## src/core_special_registers_defines.vh

```
// constants for the core special-function register bank
`ifndef CORE_SPECIAL_REGISTERS_DEFINES_VH
`define CORE_SPECIAL_REGISTERS_DEFINES_VH

// ******
// data memory locations
// ******
`define ADDR_BANK_SELECT 8'h04
`define ADDR_WORKING_RESULT 8'h05
`define ADDR_PC_LOW 8'h06
`define ADDR_PROCESSOR_FLAGS 8'h0A
`define ADDR_PORT_A_DATA 8'h12
`define ADDR_PORT_A_DIRECTION 8'h13
`define ADDR_PORT_A_WAKE 8'h29
`define SFR_TOP 8'h40

// ******
// field layouts
// ******
`define BANK_DATA_MSB 4
`define BANK_CODE_LSB 5
`define BANK_CODE_MSB 6
`define BANK_IMPL_MASK 8'h7F
`define BANK_DATA_MAX 5'h12
`define BANK_DATA_RESERVED 5'h01
`define FLAG_CARRY 0
`define FLAG_HALF 1
`define FLAG_ZERO 2
`define FLAG_WRAP 3
`define FLAG_HALT 4
`define FLAG_WDT 5

// ******
// reset values
// ******
`define RST_BANK_SELECT 8'h00
`define RST_WORKING_RESULT 8'h00
`define RST_ARITH_FLAGS 4'h0
`define RST_PORT_A_DATA 8'h00
`define RST_PORT_A_DIRECTION 8'hFF
`define RST_PORT_A_WAKE 8'h00

// ******
// bank decode answers
// ******
`define BANK_OK 2'h0
`define BANK_RESERVED 2'h1
`define BANK_UNDEFINED 2'h2

// ******
// alu operation codes
// ******
`define OP_LOAD 4'h0
`define OP_ADD 4'h1
`define OP_ADC 4'h2
`define OP_SUB 4'h3
`define OP_SBC 4'h4
`define OP_AND 4'h5
`define OP_OR 4'h6
`define OP_XOR 4'h7
`define OP_CPL 4'h8
`define OP_INC 4'h9
`define OP_DEC 4'hA
`define OP_RLC 4'hB
`define OP_RRC 4'hC
`define OP_RL 4'hD
`define OP_RR 4'hE
`define OP_CLR 4'hF

`endif

```

## src/core_special_registers.v

```verilog
// core special-function registers: accumulator, pc low, bank pointer, flags, port a
//
// Behaviour
// - every alu result lands in the accumulator, never in data memory.
// - register writes carry the accumulator or a single-bit edit; no register-to-register move.
// - writing pc low byte jumps there, upper pc bits kept in page.
// - a pc low write is followed by one dummy instruction cycle.
// - reset returns data bank to 0, except watchdog reset while powered down.
// - special-function addresses reach the same registers in every bank.
// - direct accesses use bank 0; only indirect accesses use the bank field.
// - data bank 0 valid, 1 reserved, 2..highest valid, above undefined.
// - code bank n covers n*2000H to n*2000H+1FFFH.
// - unimplemented bank bits read zero; fields read/write, power up zero.
// - status writes never alter watchdog-expired or halt-entered flags.
// - watchdog flag clears on power-up, clear or halt; sets on time-out.
// - halt flag clears on power-up or watchdog clear; sets on halt.
// - wrap flag is carry into top bit xor carry out of it.
// - zero flag follows whether an arithmetic or logic result is zero.
// - half flag is low nibble carry, or no nibble borrow in subtraction.
// - carry is add carry out, no-borrow in subtract, and rotate-through bit.
// - interrupts and calls do not save the flags automatically.
// - flag bits 0-3 read/write, bits 7-6 read zero, power flags reset clear.
// - direction bit one makes pin input, zero makes it output.
// - single-bit set and clear on port registers leave other bits alone.
// - in idle or sleep, a selected port a falling edge wakes the device.
`timescale 1ns/1ps
`default_nettype none
`include "core_special_registers_defines.vh"

module core_special_registers (
   // clock, reset, enable
   input wire clk_sys,
   input wire reset_n,
   input wire clkEn,
   // warm reset from the system controller
   input wire sysResetPulse,
   input wire resetKeepsBank,
   // data memory access from the instruction core
   input wire [7:0] memAddr,
   input wire memIndirect,
   input wire memRd,
   input wire memWr,
   input wire memBitOp,
   input wire memBitVal,
   input wire [2:0] memBitSel,
   output reg [7:0] memRdData,
   output reg [4:0] memRamBank,
   output reg [1:0] memRamBankState,
   // alu request
   input wire aluGo,
   input wire [3:0] aluOp,
   input wire [7:0] aluOperand,
   // system instructions and watchdog
   input wire clrWdtInstr,
   input wire haltInstr,
   input wire wdtTimeout,
   // program counter
   input wire [6:0] pcCurrentHigh,
   output reg pcJump,
   output reg [14:0] pcJumpTarget,
   output reg pcDummyCycle,
   output reg [14:0] codeBankBase,
   // port a pins
   input wire [7:0] portAIn,
   output reg [7:0] portAOut,
   output reg [7:0] portAOe,
   // power mode and wake
   input wire sleepMode,
   output reg wakeUp,
   // visible core state
   output reg [7:0] accOut,
   output reg [7:0] flagsOut
);

   // ******
   // state
   // ******
   reg [7:0] working_result_reg;
   reg [7:0] working_result_next;
   reg [7:0] bank_select_reg;
   reg [3:0] arith_flags_reg;
   reg [3:0] arith_flags_next;
   reg watchdog_expired_flag_reg;
   reg halt_entered_flag_reg;
   reg [7:0] port_a_data_reg;
   reg [7:0] port_a_direction_reg;
   reg [7:0] port_a_wake_select_reg;
   reg [7:0] pinPrev_reg;
   reg jumpPending_reg;
   wire [7:0] pinStable;

   pin_sync #(.WIDTH(8)) portASync (
      .clk_sys(clk_sys),
      .reset_n(reset_n),
      .clkEn(clkEn),
      .pinIn(portAIn),
      .pinStable(pinStable)
   );

   // ******
   // helpers
   // ******
   function [1:0] bankDecode;
      input [4:0] field;
      begin
         if (field == 5'h00) begin
            bankDecode = `BANK_OK;
         end else if (field == `BANK_DATA_RESERVED) begin
            bankDecode = `BANK_RESERVED;
         end else if (field > `BANK_DATA_MAX) begin
            bankDecode = `BANK_UNDEFINED;
         end else begin
            bankDecode = `BANK_OK;
         end
      end
   endfunction

   function [7:0] bitUpdate;
      input [7:0] old;
      input [2:0] sel;
      input val;
      begin
         bitUpdate = old;
         bitUpdate[sel] = val;
      end
   endfunction

   // ******
   // register read mux
   // ******
   wire [4:0] data_bank_field = bank_select_reg[`BANK_DATA_MSB:0];
   wire [1:0] code_bank_field = bank_select_reg[`BANK_CODE_MSB:`BANK_CODE_LSB];
   wire [7:0] flagsView = {2'b00, watchdog_expired_flag_reg, halt_entered_flag_reg,
                           arith_flags_reg};
   // input pins show the pin, output pins show the latch
   wire [7:0] portAView = (port_a_direction_reg & pinStable) |
                          (~port_a_direction_reg & port_a_data_reg);
   reg [7:0] regView;

   // address compare ignores the bank, so every bank sees these
   always @* begin
      case (memAddr)
         `ADDR_BANK_SELECT: regView = bank_select_reg & `BANK_IMPL_MASK;
         `ADDR_WORKING_RESULT: regView = working_result_reg;
         `ADDR_PC_LOW: regView = pcJumpTarget[7:0];
         `ADDR_PROCESSOR_FLAGS: regView = flagsView;
         `ADDR_PORT_A_DATA: regView = portAView;
         `ADDR_PORT_A_DIRECTION: regView = port_a_direction_reg;
         `ADDR_PORT_A_WAKE: regView = port_a_wake_select_reg;
         default: regView = 8'h00;
      endcase
   end

   // ******
   // write data: only the accumulator or a single-bit edit
   // ******
   wire sfrWr = memWr && (memAddr < `SFR_TOP);
   // a port a bit edit starts from the latch, so pin levels never leak into it
   wire [7:0] wrBase = (memAddr == `ADDR_PORT_A_DATA) ? port_a_data_reg : regView;
   wire [7:0] wrValue = memBitOp ? bitUpdate(wrBase, memBitSel, memBitVal)
                                 : working_result_reg;

   // ******
   // alu
   // ******
   wire subOp = (aluOp == `OP_SUB) || (aluOp == `OP_SBC) || (aluOp == `OP_DEC);
   wire [7:0] addB = (aluOp == `OP_INC || aluOp == `OP_DEC) ? 8'h01 : aluOperand;
   wire [7:0] addBx = subOp ? ~addB : addB;
   wire addCin = (aluOp == `OP_ADC || aluOp == `OP_SBC) ? arith_flags_reg[`FLAG_CARRY] : subOp;
   wire [4:0] lowSum = {1'b0, working_result_reg[3:0]} + {1'b0, addBx[3:0]} + {4'h0, addCin};
   wire [3:0] midSum = {1'b0, working_result_reg[6:4]} + {1'b0, addBx[6:4]} + {3'h0, lowSum[4]};
   wire [1:0] topSum = {1'b0, working_result_reg[7]} + {1'b0, addBx[7]} + {1'b0, midSum[3]};
   wire [7:0] sum = {topSum[0], midSum[2:0], lowSum[3:0]};

   always @* begin
      working_result_next = working_result_reg;
      arith_flags_next = arith_flags_reg;
      case (aluOp)
         `OP_LOAD: working_result_next = aluOperand;
         `OP_ADD, `OP_ADC, `OP_SUB, `OP_SBC: begin
            working_result_next = sum;
            // carry out is the no-borrow bit when subtracting
            arith_flags_next[`FLAG_CARRY] = topSum[1];
            arith_flags_next[`FLAG_HALF] = lowSum[4];
            arith_flags_next[`FLAG_WRAP] = topSum[1] ^ midSum[3];
         end
         `OP_INC, `OP_DEC: working_result_next = sum;
         `OP_AND: working_result_next = working_result_reg & aluOperand;
         `OP_OR: working_result_next = working_result_reg | aluOperand;
         `OP_XOR: working_result_next = working_result_reg ^ aluOperand;
         `OP_CPL: working_result_next = ~working_result_reg;
         `OP_RLC: begin
            working_result_next = {working_result_reg[6:0], arith_flags_reg[`FLAG_CARRY]};
            arith_flags_next[`FLAG_CARRY] = working_result_reg[7];
         end
         `OP_RRC: begin
            working_result_next = {arith_flags_reg[`FLAG_CARRY], working_result_reg[7:1]};
            arith_flags_next[`FLAG_CARRY] = working_result_reg[0];
         end
         // plain rotates and clear leave every flag alone
         `OP_RL: working_result_next = {working_result_reg[6:0], working_result_reg[7]};
         `OP_RR: working_result_next = {working_result_reg[0], working_result_reg[7:1]};
         `OP_CLR: working_result_next = 8'h00;
         default: working_result_next = working_result_reg;
      endcase
      // add through dec are exactly the codes that set or clear zero
      if (aluOp >= `OP_ADD && aluOp <= `OP_DEC) begin
         arith_flags_next[`FLAG_ZERO] = (working_result_next == 8'h00);
      end
   end

   // ******
   // accumulator and arithmetic flags
   // ******
   always @(posedge clk_sys or negedge reset_n) begin
      if (!reset_n) begin
         working_result_reg <= `RST_WORKING_RESULT;
         arith_flags_reg <= `RST_ARITH_FLAGS;
      end else if (clkEn) begin
         // a register write wins if the core ever issues both together
         if (sfrWr && memAddr == `ADDR_WORKING_RESULT) begin
            working_result_reg <= wrValue;
         end else if (aluGo) begin
            working_result_reg <= working_result_next;
         end
         if (sfrWr && memAddr == `ADDR_PROCESSOR_FLAGS) begin
            arith_flags_reg <= wrValue[3:0];
         end else if (aluGo) begin
            arith_flags_reg <= arith_flags_next;
         end
      end
   end

   // ******
   // power and watchdog flags, written by events only
   // ******
   // no path from wrValue reaches these two bits
   always @(posedge clk_sys or negedge reset_n) begin
      if (!reset_n) begin
         watchdog_expired_flag_reg <= 1'b0;
         halt_entered_flag_reg <= 1'b0;
      end else if (clkEn) begin
         if (wdtTimeout) begin
            watchdog_expired_flag_reg <= 1'b1;
         end else if (clrWdtInstr || haltInstr) begin
            watchdog_expired_flag_reg <= 1'b0;
         end
         if (haltInstr) begin
            halt_entered_flag_reg <= 1'b1;
         end else if (clrWdtInstr) begin
            halt_entered_flag_reg <= 1'b0;
         end
      end
   end

   // ******
   // bank pointer
   // ******
   always @(posedge clk_sys or negedge reset_n) begin
      if (!reset_n) begin
         bank_select_reg <= `RST_BANK_SELECT;
      end else if (clkEn) begin
         if (sysResetPulse) begin
            // a watchdog wake from power-down keeps the bank it had
            if (!resetKeepsBank) begin
               bank_select_reg <= `RST_BANK_SELECT;
            end
         end else if (sfrWr && memAddr == `ADDR_BANK_SELECT) begin
            bank_select_reg <= wrValue & `BANK_IMPL_MASK;
         end
      end
   end

   // ******
   // port a registers
   // ******
   always @(posedge clk_sys or negedge reset_n) begin
      if (!reset_n) begin
         port_a_data_reg <= `RST_PORT_A_DATA;
         port_a_direction_reg <= `RST_PORT_A_DIRECTION;
         port_a_wake_select_reg <= `RST_PORT_A_WAKE;
      end else if (clkEn && sfrWr) begin
         // single-bit edits arrive here already merged into wrValue
         case (memAddr)
            `ADDR_PORT_A_DATA: port_a_data_reg <= wrValue;
            `ADDR_PORT_A_DIRECTION: port_a_direction_reg <= wrValue;
            `ADDR_PORT_A_WAKE: port_a_wake_select_reg <= wrValue;
            default: port_a_data_reg <= port_a_data_reg;
         endcase
      end
   end

   // ******
   // memory read path and ram bank steering
   // ******
   always @(posedge clk_sys or negedge reset_n) begin
      if (!reset_n) begin
         memRdData <= 8'h00;
         memRamBank <= 5'h00;
         memRamBankState <= `BANK_OK;
      end else if (clkEn) begin
         if (memRd) begin
            memRdData <= regView;
         end
         if (memRd || memWr) begin
            if (memIndirect) begin
               memRamBank <= data_bank_field;
               memRamBankState <= bankDecode(data_bank_field);
            end else begin
               memRamBank <= 5'h00;
               memRamBankState <= `BANK_OK;
            end
         end
      end
   end

   // ******
   // program counter jump and dummy cycle
   // ******
   always @(posedge clk_sys or negedge reset_n) begin
      if (!reset_n) begin
         pcJump <= 1'b0;
         pcJumpTarget <= 15'h0000;
         pcDummyCycle <= 1'b0;
         jumpPending_reg <= 1'b0;
         codeBankBase <= 15'h0000;
      end else if (clkEn) begin
         pcJump <= 1'b0;
         if (sfrWr && memAddr == `ADDR_PC_LOW) begin
            // only the low byte moves, so the target stays in this page
            pcJump <= 1'b1;
            pcJumpTarget <= {pcCurrentHigh, wrValue};
         end
         jumpPending_reg <= sfrWr && (memAddr == `ADDR_PC_LOW);
         pcDummyCycle <= jumpPending_reg;
         codeBankBase <= {code_bank_field, 13'h0000};
      end
   end

   // ******
   // port a pins, wake-up and visible state
   // ******
   always @(posedge clk_sys or negedge reset_n) begin
      if (!reset_n) begin
         portAOut <= `RST_PORT_A_DATA;
         portAOe <= 8'h00;
         pinPrev_reg <= 8'hFF;
         wakeUp <= 1'b0;
         accOut <= `RST_WORKING_RESULT;
         flagsOut <= 8'h00;
      end else if (clkEn) begin
         portAOut <= port_a_data_reg;
         portAOe <= ~port_a_direction_reg;
         pinPrev_reg <= pinStable;
         // wake ignores direction; only the select bit counts
         wakeUp <= sleepMode && |(pinPrev_reg & ~pinStable & port_a_wake_select_reg);
         accOut <= working_result_reg;
         // nothing here pushes flags on calls or interrupts
         flagsOut <= flagsView;
      end
   end

endmodule // core_special_registers

`default_nettype wire

```

## src/pin_sync.v

```verilog
// three-stage pin synchroniser with agreement filter
`timescale 1ns/1ps
`default_nettype none

module pin_sync #(
   parameter WIDTH = 8
) (
   // clock and reset
   input wire clk_sys,
   input wire reset_n,
   input wire clkEn,
   // pins in, settled value out
   input wire [WIDTH-1:0] pinIn,
   output reg [WIDTH-1:0] pinStable
);

   reg [WIDTH-1:0] stage1_reg;
   reg [WIDTH-1:0] stage2_reg;
   reg [WIDTH-1:0] stage3_reg;
   integer i;

   // stage1 is read by stage2 only; a bit moves once stages 2 and 3 agree
   always @(posedge clk_sys or negedge reset_n) begin
      if (!reset_n) begin
         stage1_reg <= {WIDTH{1'b1}};
         stage2_reg <= {WIDTH{1'b1}};
         stage3_reg <= {WIDTH{1'b1}};
         pinStable <= {WIDTH{1'b1}};
      end else if (clkEn) begin
         stage1_reg <= pinIn;
         stage2_reg <= stage1_reg;
         stage3_reg <= stage2_reg;
         for (i = 0; i < WIDTH; i = i + 1) begin
            if (stage2_reg[i] == stage3_reg[i]) begin
               pinStable[i] <= stage3_reg[i];
            end
         end
      end
   end

endmodule // pin_sync

`default_nettype wire

```

## config.mk

```make
export PLATFORM = sky130hd
export DESIGN_NAME = core_special_registers
export DESIGN_NICKNAME = d
export VERILOG_FILES = /design/src/core_special_registers.v /design/src/pin_sync.v
export VERILOG_INCLUDE_DIRS = /design/src
export SDC_FILE = /design/constraint.sdc
export NUM_CORES = 1
export LEC_CHECK = 0
export BUFFER_PORTS_ARGS = -buffer_cell sky130_fd_sc_hd__buf_2
export CAP_MARGIN = 20
export CORE_MARGIN = 2
export CORE_UTILIZATION = 50
export DETAILED_ROUTE_END_ITERATION = 16
export PLACE_DENSITY = 0.71
export SYNTH_ARGS = -nofsm -noshare
export SYNTH_HDL_FRONTEND = slang
export SYNTH_SLANG_ARGS = --single-unit
```

## constraint.sdc

```tcl
create_clock -name clk_sys -period 4.95 [get_ports clk_sys]
set_input_delay 0.99 -clock clk_sys [delete_from_list [all_inputs] [get_ports clk_sys]]
set_output_delay 0.99 -clock clk_sys [all_outputs]
set_load 0.1 [all_outputs]
```

# [After elaboration in Yosys (flattened, before gate mapping)]
# Index checks and enable logic that the tools add are counted.
[totals] n_memories=0 word_cells=173 ramBits=0 latch_bits=0 inputBits=53 out_inout_bits=80 rom_bits=0 reg_bits=151
[classes] shift=0 n_lt_le_gt_ge=6 div_mod_pow=0 multipliers=0 addsub=6 eq_ne=32 reduce_logical=50 mux=31 bitwise_logic=13
[ops] op="$pmux 8 s11" n=1
[ops] op="$pmux 8 s7" n=1
[ops] op="$mux 8" n=6
[ops] op="$and 8x8->8" n=5
[ops] op="$reduce_and 2->1" n=17
[ops] op="$eq 4x4->1 const B" n=8
[ops] op="$not 8->8" n=4
[ops] op="$eq 8x3->1 const B" n=3
[ops] op="$mux 7" n=3
[ops] op="$eq 4x3->1 const B" n=4
[ops] op="$eq 8x5->1 const B" n=2
[ops] op="$or 8x8->8" n=2
[ops] op="$reduce_bool 2->1" n=7
[ops] op="$reduce_and 3->1" n=4
[ops] op="$mux 1" n=10
[ops] op="$logic_and 1x1->1" n=9
[ops] op="$bwmux 8" n=1
[ops] op="$eq 1x1->1" n=8
[ops] op="$eq 4x2->1 const B" n=2
[ops] op="$eq 8x4->1 const B" n=1
[ops] op="$eq 8x6->1 const B" n=1
[ops] op="$logic_not 8->1" n=1
[ops] op="$lt 8x7->1 const B" n=1
[ops] op="$mux 2" n=4
[ops] op="other kinds (27)" n=33

# [Depth between registers and ports, before layout]
[logic_depth] depth_word=14 mapped_depth=22 ltp_nobuf=19

# [Hierarchy]
# From an unflattened synthesis, not the netlist that was laid out.
[hier_totals] hier_cells=945 area_unflattened_um2=9108.7
[modules_own_cells] mod="core_special_registers" seq_area_each_um2=2972.9 cells_per_inst=854 area_each_um2=7771.2 n_inst=1
[modules_own_cells] mod="pin_sync" seq_area_each_um2=840.8 cells_per_inst=91 area_each_um2=1337.5 n_inst=1

# [Least setup slack after synthesis]
# Ideal clock, no wire load.
[synth_path] path_type="input port to flip-flop" from="in aluOp[2]" to="reg arith_flags_reg[2]" required_ns=4.874 setup_time_ns=0.076 setup_slack_ns=-0.699 path_stages=21 t_arrival_ns=5.573 n_path_buf=4 path_cell_list="buf_2 > clkbuf_1 > clkbuf_1 > buf_1 > o21ai_0 > a21oi_1 > a211oi_1 > fa_1 > fa_1 > a21o_1 > a21o_1 > fa_1 > a21o_1 > a21o_1 > fa_1 > nand2b_1 > nor2_1 > o311ai_0 > and3b_1 > nand4_1 > o21ai_1"
[synth_via] elab_chain_len=14 word_cells_on_any_way=41 classes_between="6 x add/sub; 2 x order compare; 15 x eq/ne; 7 x mux; 1 x bitwise; 10 x reduce/logical"
[synth_rtl] item="from (decl)" line_no="core_special_registers.v:51" source="input wire [3:0] aluOp,"
[synth_rtl] item="$eq 4x4->1" line_no="core_special_registers.v:178" source="case (aluOp)"
[synth_rtl] item="$logic_or 1x1->1 (no line)"
[synth_rtl] item="$mux 8" line_no="core_special_registers.v:167" source="wire [7:0] addB = (aluOp == `OP_INC || aluOp == `OP_DEC) ? 8'h01 : aluOperand;"
[synth_rtl] item="$not 8->8" line_no="core_special_registers.v:168" source="wire [7:0] addBx = subOp ? ~addB : addB;"
[synth_rtl] item="$mux 8" line_no="core_special_registers.v:168"
[synth_rtl] item="$add 4x4->5" line_no="core_special_registers.v:170" source="wire [4:0] lowSum = {1'b0, working_result_reg[3:0]} + {1'b0, addBx[3:0]} + {4'h0, addCin};"
[synth_rtl] item="$add 5x1->5" line_no="core_special_registers.v:170"
[synth_rtl] item="$add 4x1->4" line_no="core_special_registers.v:171" source="wire [3:0] midSum = {1'b0, working_result_reg[6:4]} + {1'b0, addBx[6:4]} + {3'h0, lowSum[4]};"
[synth_rtl] item="$add 2x1->2" line_no="core_special_registers.v:172" source="wire [1:0] topSum = {1'b0, working_result_reg[7]} + {1'b0, addBx[7]} + {1'b0, midSum[3]};"
[synth_rtl] item="$pmux 8 s11" line_no="core_special_registers.v:178"
[synth_rtl] item="$logic_not 8->1" line_no="core_special_registers.v:208" source="arith_flags_next[`FLAG_ZERO] = (working_result_next == 8'h00);"
[synth_rtl] item="$mux 1" line_no="core_special_registers.v:207" source="if (aluOp >= `OP_ADD && aluOp <= `OP_DEC) begin"
[synth_rtl] item="$mux 4" line_no="core_special_registers.v:228" source="end else if (aluGo) begin"
[synth_rtl] item="$mux 4" line_no="core_special_registers.v:226" source="if (sfrWr && memAddr == `ADDR_PROCESSOR_FLAGS) begin"
[synth_rtl] item="to (signal assigned)" line_no="core_special_registers.v:218" source="arith_flags_reg <= `RST_ARITH_FLAGS;"
[synth_rtl] item="to (signal assigned)" line_no="core_special_registers.v:227" source="arith_flags_reg <= wrValue[3:0];"
[synth_rtl] item="to (signal assigned)" line_no="core_special_registers.v:229" source="arith_flags_reg <= arith_flags_next;"
[synth_rtl] item="to (decl)" line_no="core_special_registers.v:81" source="reg [3:0] arith_flags_reg;"
# Parallel ways exist; a longest one is shown, timed or not. The select of a mux whose other input is x is not followed.
# A chain may end at the register's enable or synchronous reset.

# [Final worst setup path]
[layout_path] from="in aluOp[1]" to="reg arith_flags_reg[2]"
# Same word-level chain as after synthesis.

==> summary.md <==
| Metric | Value |
|---|---|
| # port buffers | 117 |
| Largest net degree at the start of global routing | 100 |
| Post-synth ARST share | 100% |
| Row count | 48 |
| Synthesized area per cell | 9.45 um^2 |
| Fill count | 1,499 |
| Via Count | 7,746 |
| Post-synth EDFFs | 0 |
| Data required, critical path | 5.30 ns |
| Longest Clk Path Bufs | 2 |
| Number of I/O pins | 133 |
| Post-Synthesis Cells | 936 |
| Hold WS | 0.477 ns |
| Residual DRC | 0 |
| Gr usage total | 29.5% |
| Die H | 137 um |
| Most frequent cell after synthesis | o21ai_0 |
| WHS Path Cells | 2 |
| Congestion Overflow GR | 0 |
| Largest register by flop count | pcJumpTarget |
| Detailed router's first-iteration violation count | 803 |
| Post-synthesis cell area | 0.00884 mm^2 |
| Synth cell count leaders | 105 x o21ai_0, 102 x dfrtp_1, 90 x nand2_1, 67 x mux2_2, 62 x nor2_1 |
| Nets | 1,140 |
| Fin crit period | 4.68 ns |
| Status | finished clean |
| Setup crit start kind | input port |
| Post-DP HPWL | 19,700 um |
| Vias in the first global route | 7,247 |
| Total CTS buffers | 17 |
| Number of flip-flops in the largest register | 15 |
| Clock transition at the registers of the reported paths | 0.07 ns |
| Post-synth top area share | 28.9% |
| Layout area overhead | 17.8% |
| Drt pass-1 iters | 6 |
| Pwr/cell area | 418 mW/mm^2 |
| Slew @ Worst Pin | 1.18 ns |
| Min-Delay Path Class | reg -> reg |
| CP max FO | 11 |
| Final WL | 27,000 um |
| Place WS | -0.116 ns |
| # setup viols final | 0 |
| CP Capture Type | flip-flop |
| Routed vias/inst | 5.96 |
| Post-CTS Hold Buffers | 0 |
| VDD IR max | 0.401 mV |
| First-pass GRT wire length | 41,800 um |
| Final core utilization | 60.3% |
| Synth area leader | dfrtp_1 |
| Number of max-cap violations | 0 |
| Leakage dissipation | 4.74 nW |
| Yosys Warn Count | 0 |
| Register area | 0.00381 mm^2 |
| Initial Utilization | 51.1% |
| Fin crit share | 94.5% |
| Clock skew | 0.00612 ns |
| Synth top area cells | dfrtp_1 29%, dfstp_2 14%, mux2_2 8.5% |
| CTS HTree Levels | 4 |
| Die W | 137 um |
| # Post-CTS Setup Buffers | 0 |
| Final slew viol count | 0 |
| Wire length per cell | 20.8 um |
| Yosys reg bits | 150 |
| Die area | 0.0188 mm^2 |
| Placer Congestion | 0.966 |
| Maximum clock rate | 214 MHz |
| CTS tree | yes |
| Yosys cell types | 82 |
| FF-to-FF setup slack | 0.79 ns |
| Fraction of layout cells with a size suffix above 1 | 31.6% |
| Initial antenna violation count | 1 |
| RSZ-0062 raised after global routing | no |
| Remaining antenna violation count | 0 |
| Core area | 0.0173 mm^2 |
| Clk_lat worst skew | 0.42 ns |
| Quantity of gates resized following cts | 0 |
| Area taken by multi-input logic gates | 0.00460 mm^2 |
| Slew headroom | 20.7% |
| Sequential share of the synthesized area | 43.1% |
| Fin. Hold Viols | 0 |
| CTS Sinks | 150 |
| Critical path data arrival time | 5.02 ns |
| Register-to-Register Path Depth | 16 |
| Root buf cell | clkbuf_16 |
| Worst setup path class | in -> reg |
| Final WS setup | 0.271 ns |
| Top_reg_cell synth | dfrtp_1 |
-- stage by stage --
step           setup TNS [ns]  cell area, um^2  power [mW]  cells
6_report                    0            10400        4.36   1300
3_3_place_gp         -0.00216             9800        2.99   1267
2_1_floorplan         -0.0760             8950        2.58    950
5_1_grt                     0            10400        4.55   1299
3_5_place_dp           -0.169             9800        3.01   1267
4_1_cts                     0            10400        4.37   1299
-- worst paths after layout --
path	start	to
worst max-delay path	aluOp[1]	arith_flags_reg[2]
worst min-delay path	memRamBank[3]	memRamBank[3]
worst max register to register	arith_flags_reg[0]	arith_flags_reg[2]
worst min register to register	memRamBank[3]	memRamBank[3]
max in group asynchronous	reset_n	portASync.stage3_reg[6]
min in group asynchronous	reset_n	portAOut[0]
-- power by group --
group	switching, mW	leakage, nW	total [mW]	internal [mW]
logic	0.928	2.60	1.33	0.407
registers	0.210	1.84	1.67	1.46
clock network	0.543	0.298	1.35	0.806
total	1.68	4.74	4.36	2.68
-- layer usage --
metal	wire [um]	share of wire [%]	vias to the layer above	GRT usage (%)
met2	12300	46	357	45.1
met1	11700	43	3698	41.4
li1	-	-	3631	-
met5	0	0	-	0
met3	2130	7.9	60	6.56
met4	863	3.2	0	10.3
-- final cells by class --
cell class	instances	area share [%]
diodes	1	0.0240
inverters	41	1.48
well taps	225	2.70
clock inverters	15	1.86
flip-flops and latches	150	36.6
repair buffers	165	9.16
multi-input cells	686	44.1
clock buffers	17	4.08
-- cells in the final DEF (no fill, tap or decap), types with 8 or more instances in the layout --
cell / count
inv_1: 41
nand2b_1: 9
o21ai_0: 105
nor2b_1: 15
nand4_1: 12
nand2_1: 90
mux2i_1: 8
ha_1: 21
a31oi_1: 14
conb_1: 15
dfstp_2: 48
buf_2: 115
clkbuf_16: 17
nor3_1: 13
a211oi_1: 11
o21ai_1: 10
mux2_2: 67
a21o_1: 8
a21oi_1: 56
buf_4: 49
nand3_1: 15
dfrtp_1: 102
a22oi_1: 15
nor2_1: 62
-- kinds of logic after synthesis --
family / share of synthesized area (%)
AOI/OAI and AO/OA: 21.8
muxes: 9.44
xor gates and xnor gates: 0.594
buffers and inverters: 5.70
adders and majority gates: 4.10
DFF: 43.1
and+or+nand+nor: 15.2
other: 0.0424
-- worst max-delay path, cell delays in order --
cell and delay, ns:
buf_2 0.21, nand2_1 0.10, nor2_1 0.13, o21ai_0 0.09, a21oi_1 0.15, a211oi_1 0.09, fa_2 0.40, fa_2 0.35
a21o_1 0.16, a21o_1 0.20, fa_2 0.35, a21o_1 0.16, a21o_1 0.20, fa_1 0.50, a21oi_1 0.16, o22ai_1 0.10
a31oi_1 0.25, and3b_1 0.19, nand4_1 0.09, o21ai_1 0.15
No activity file was read; power rests on OpenSTA's default activity.
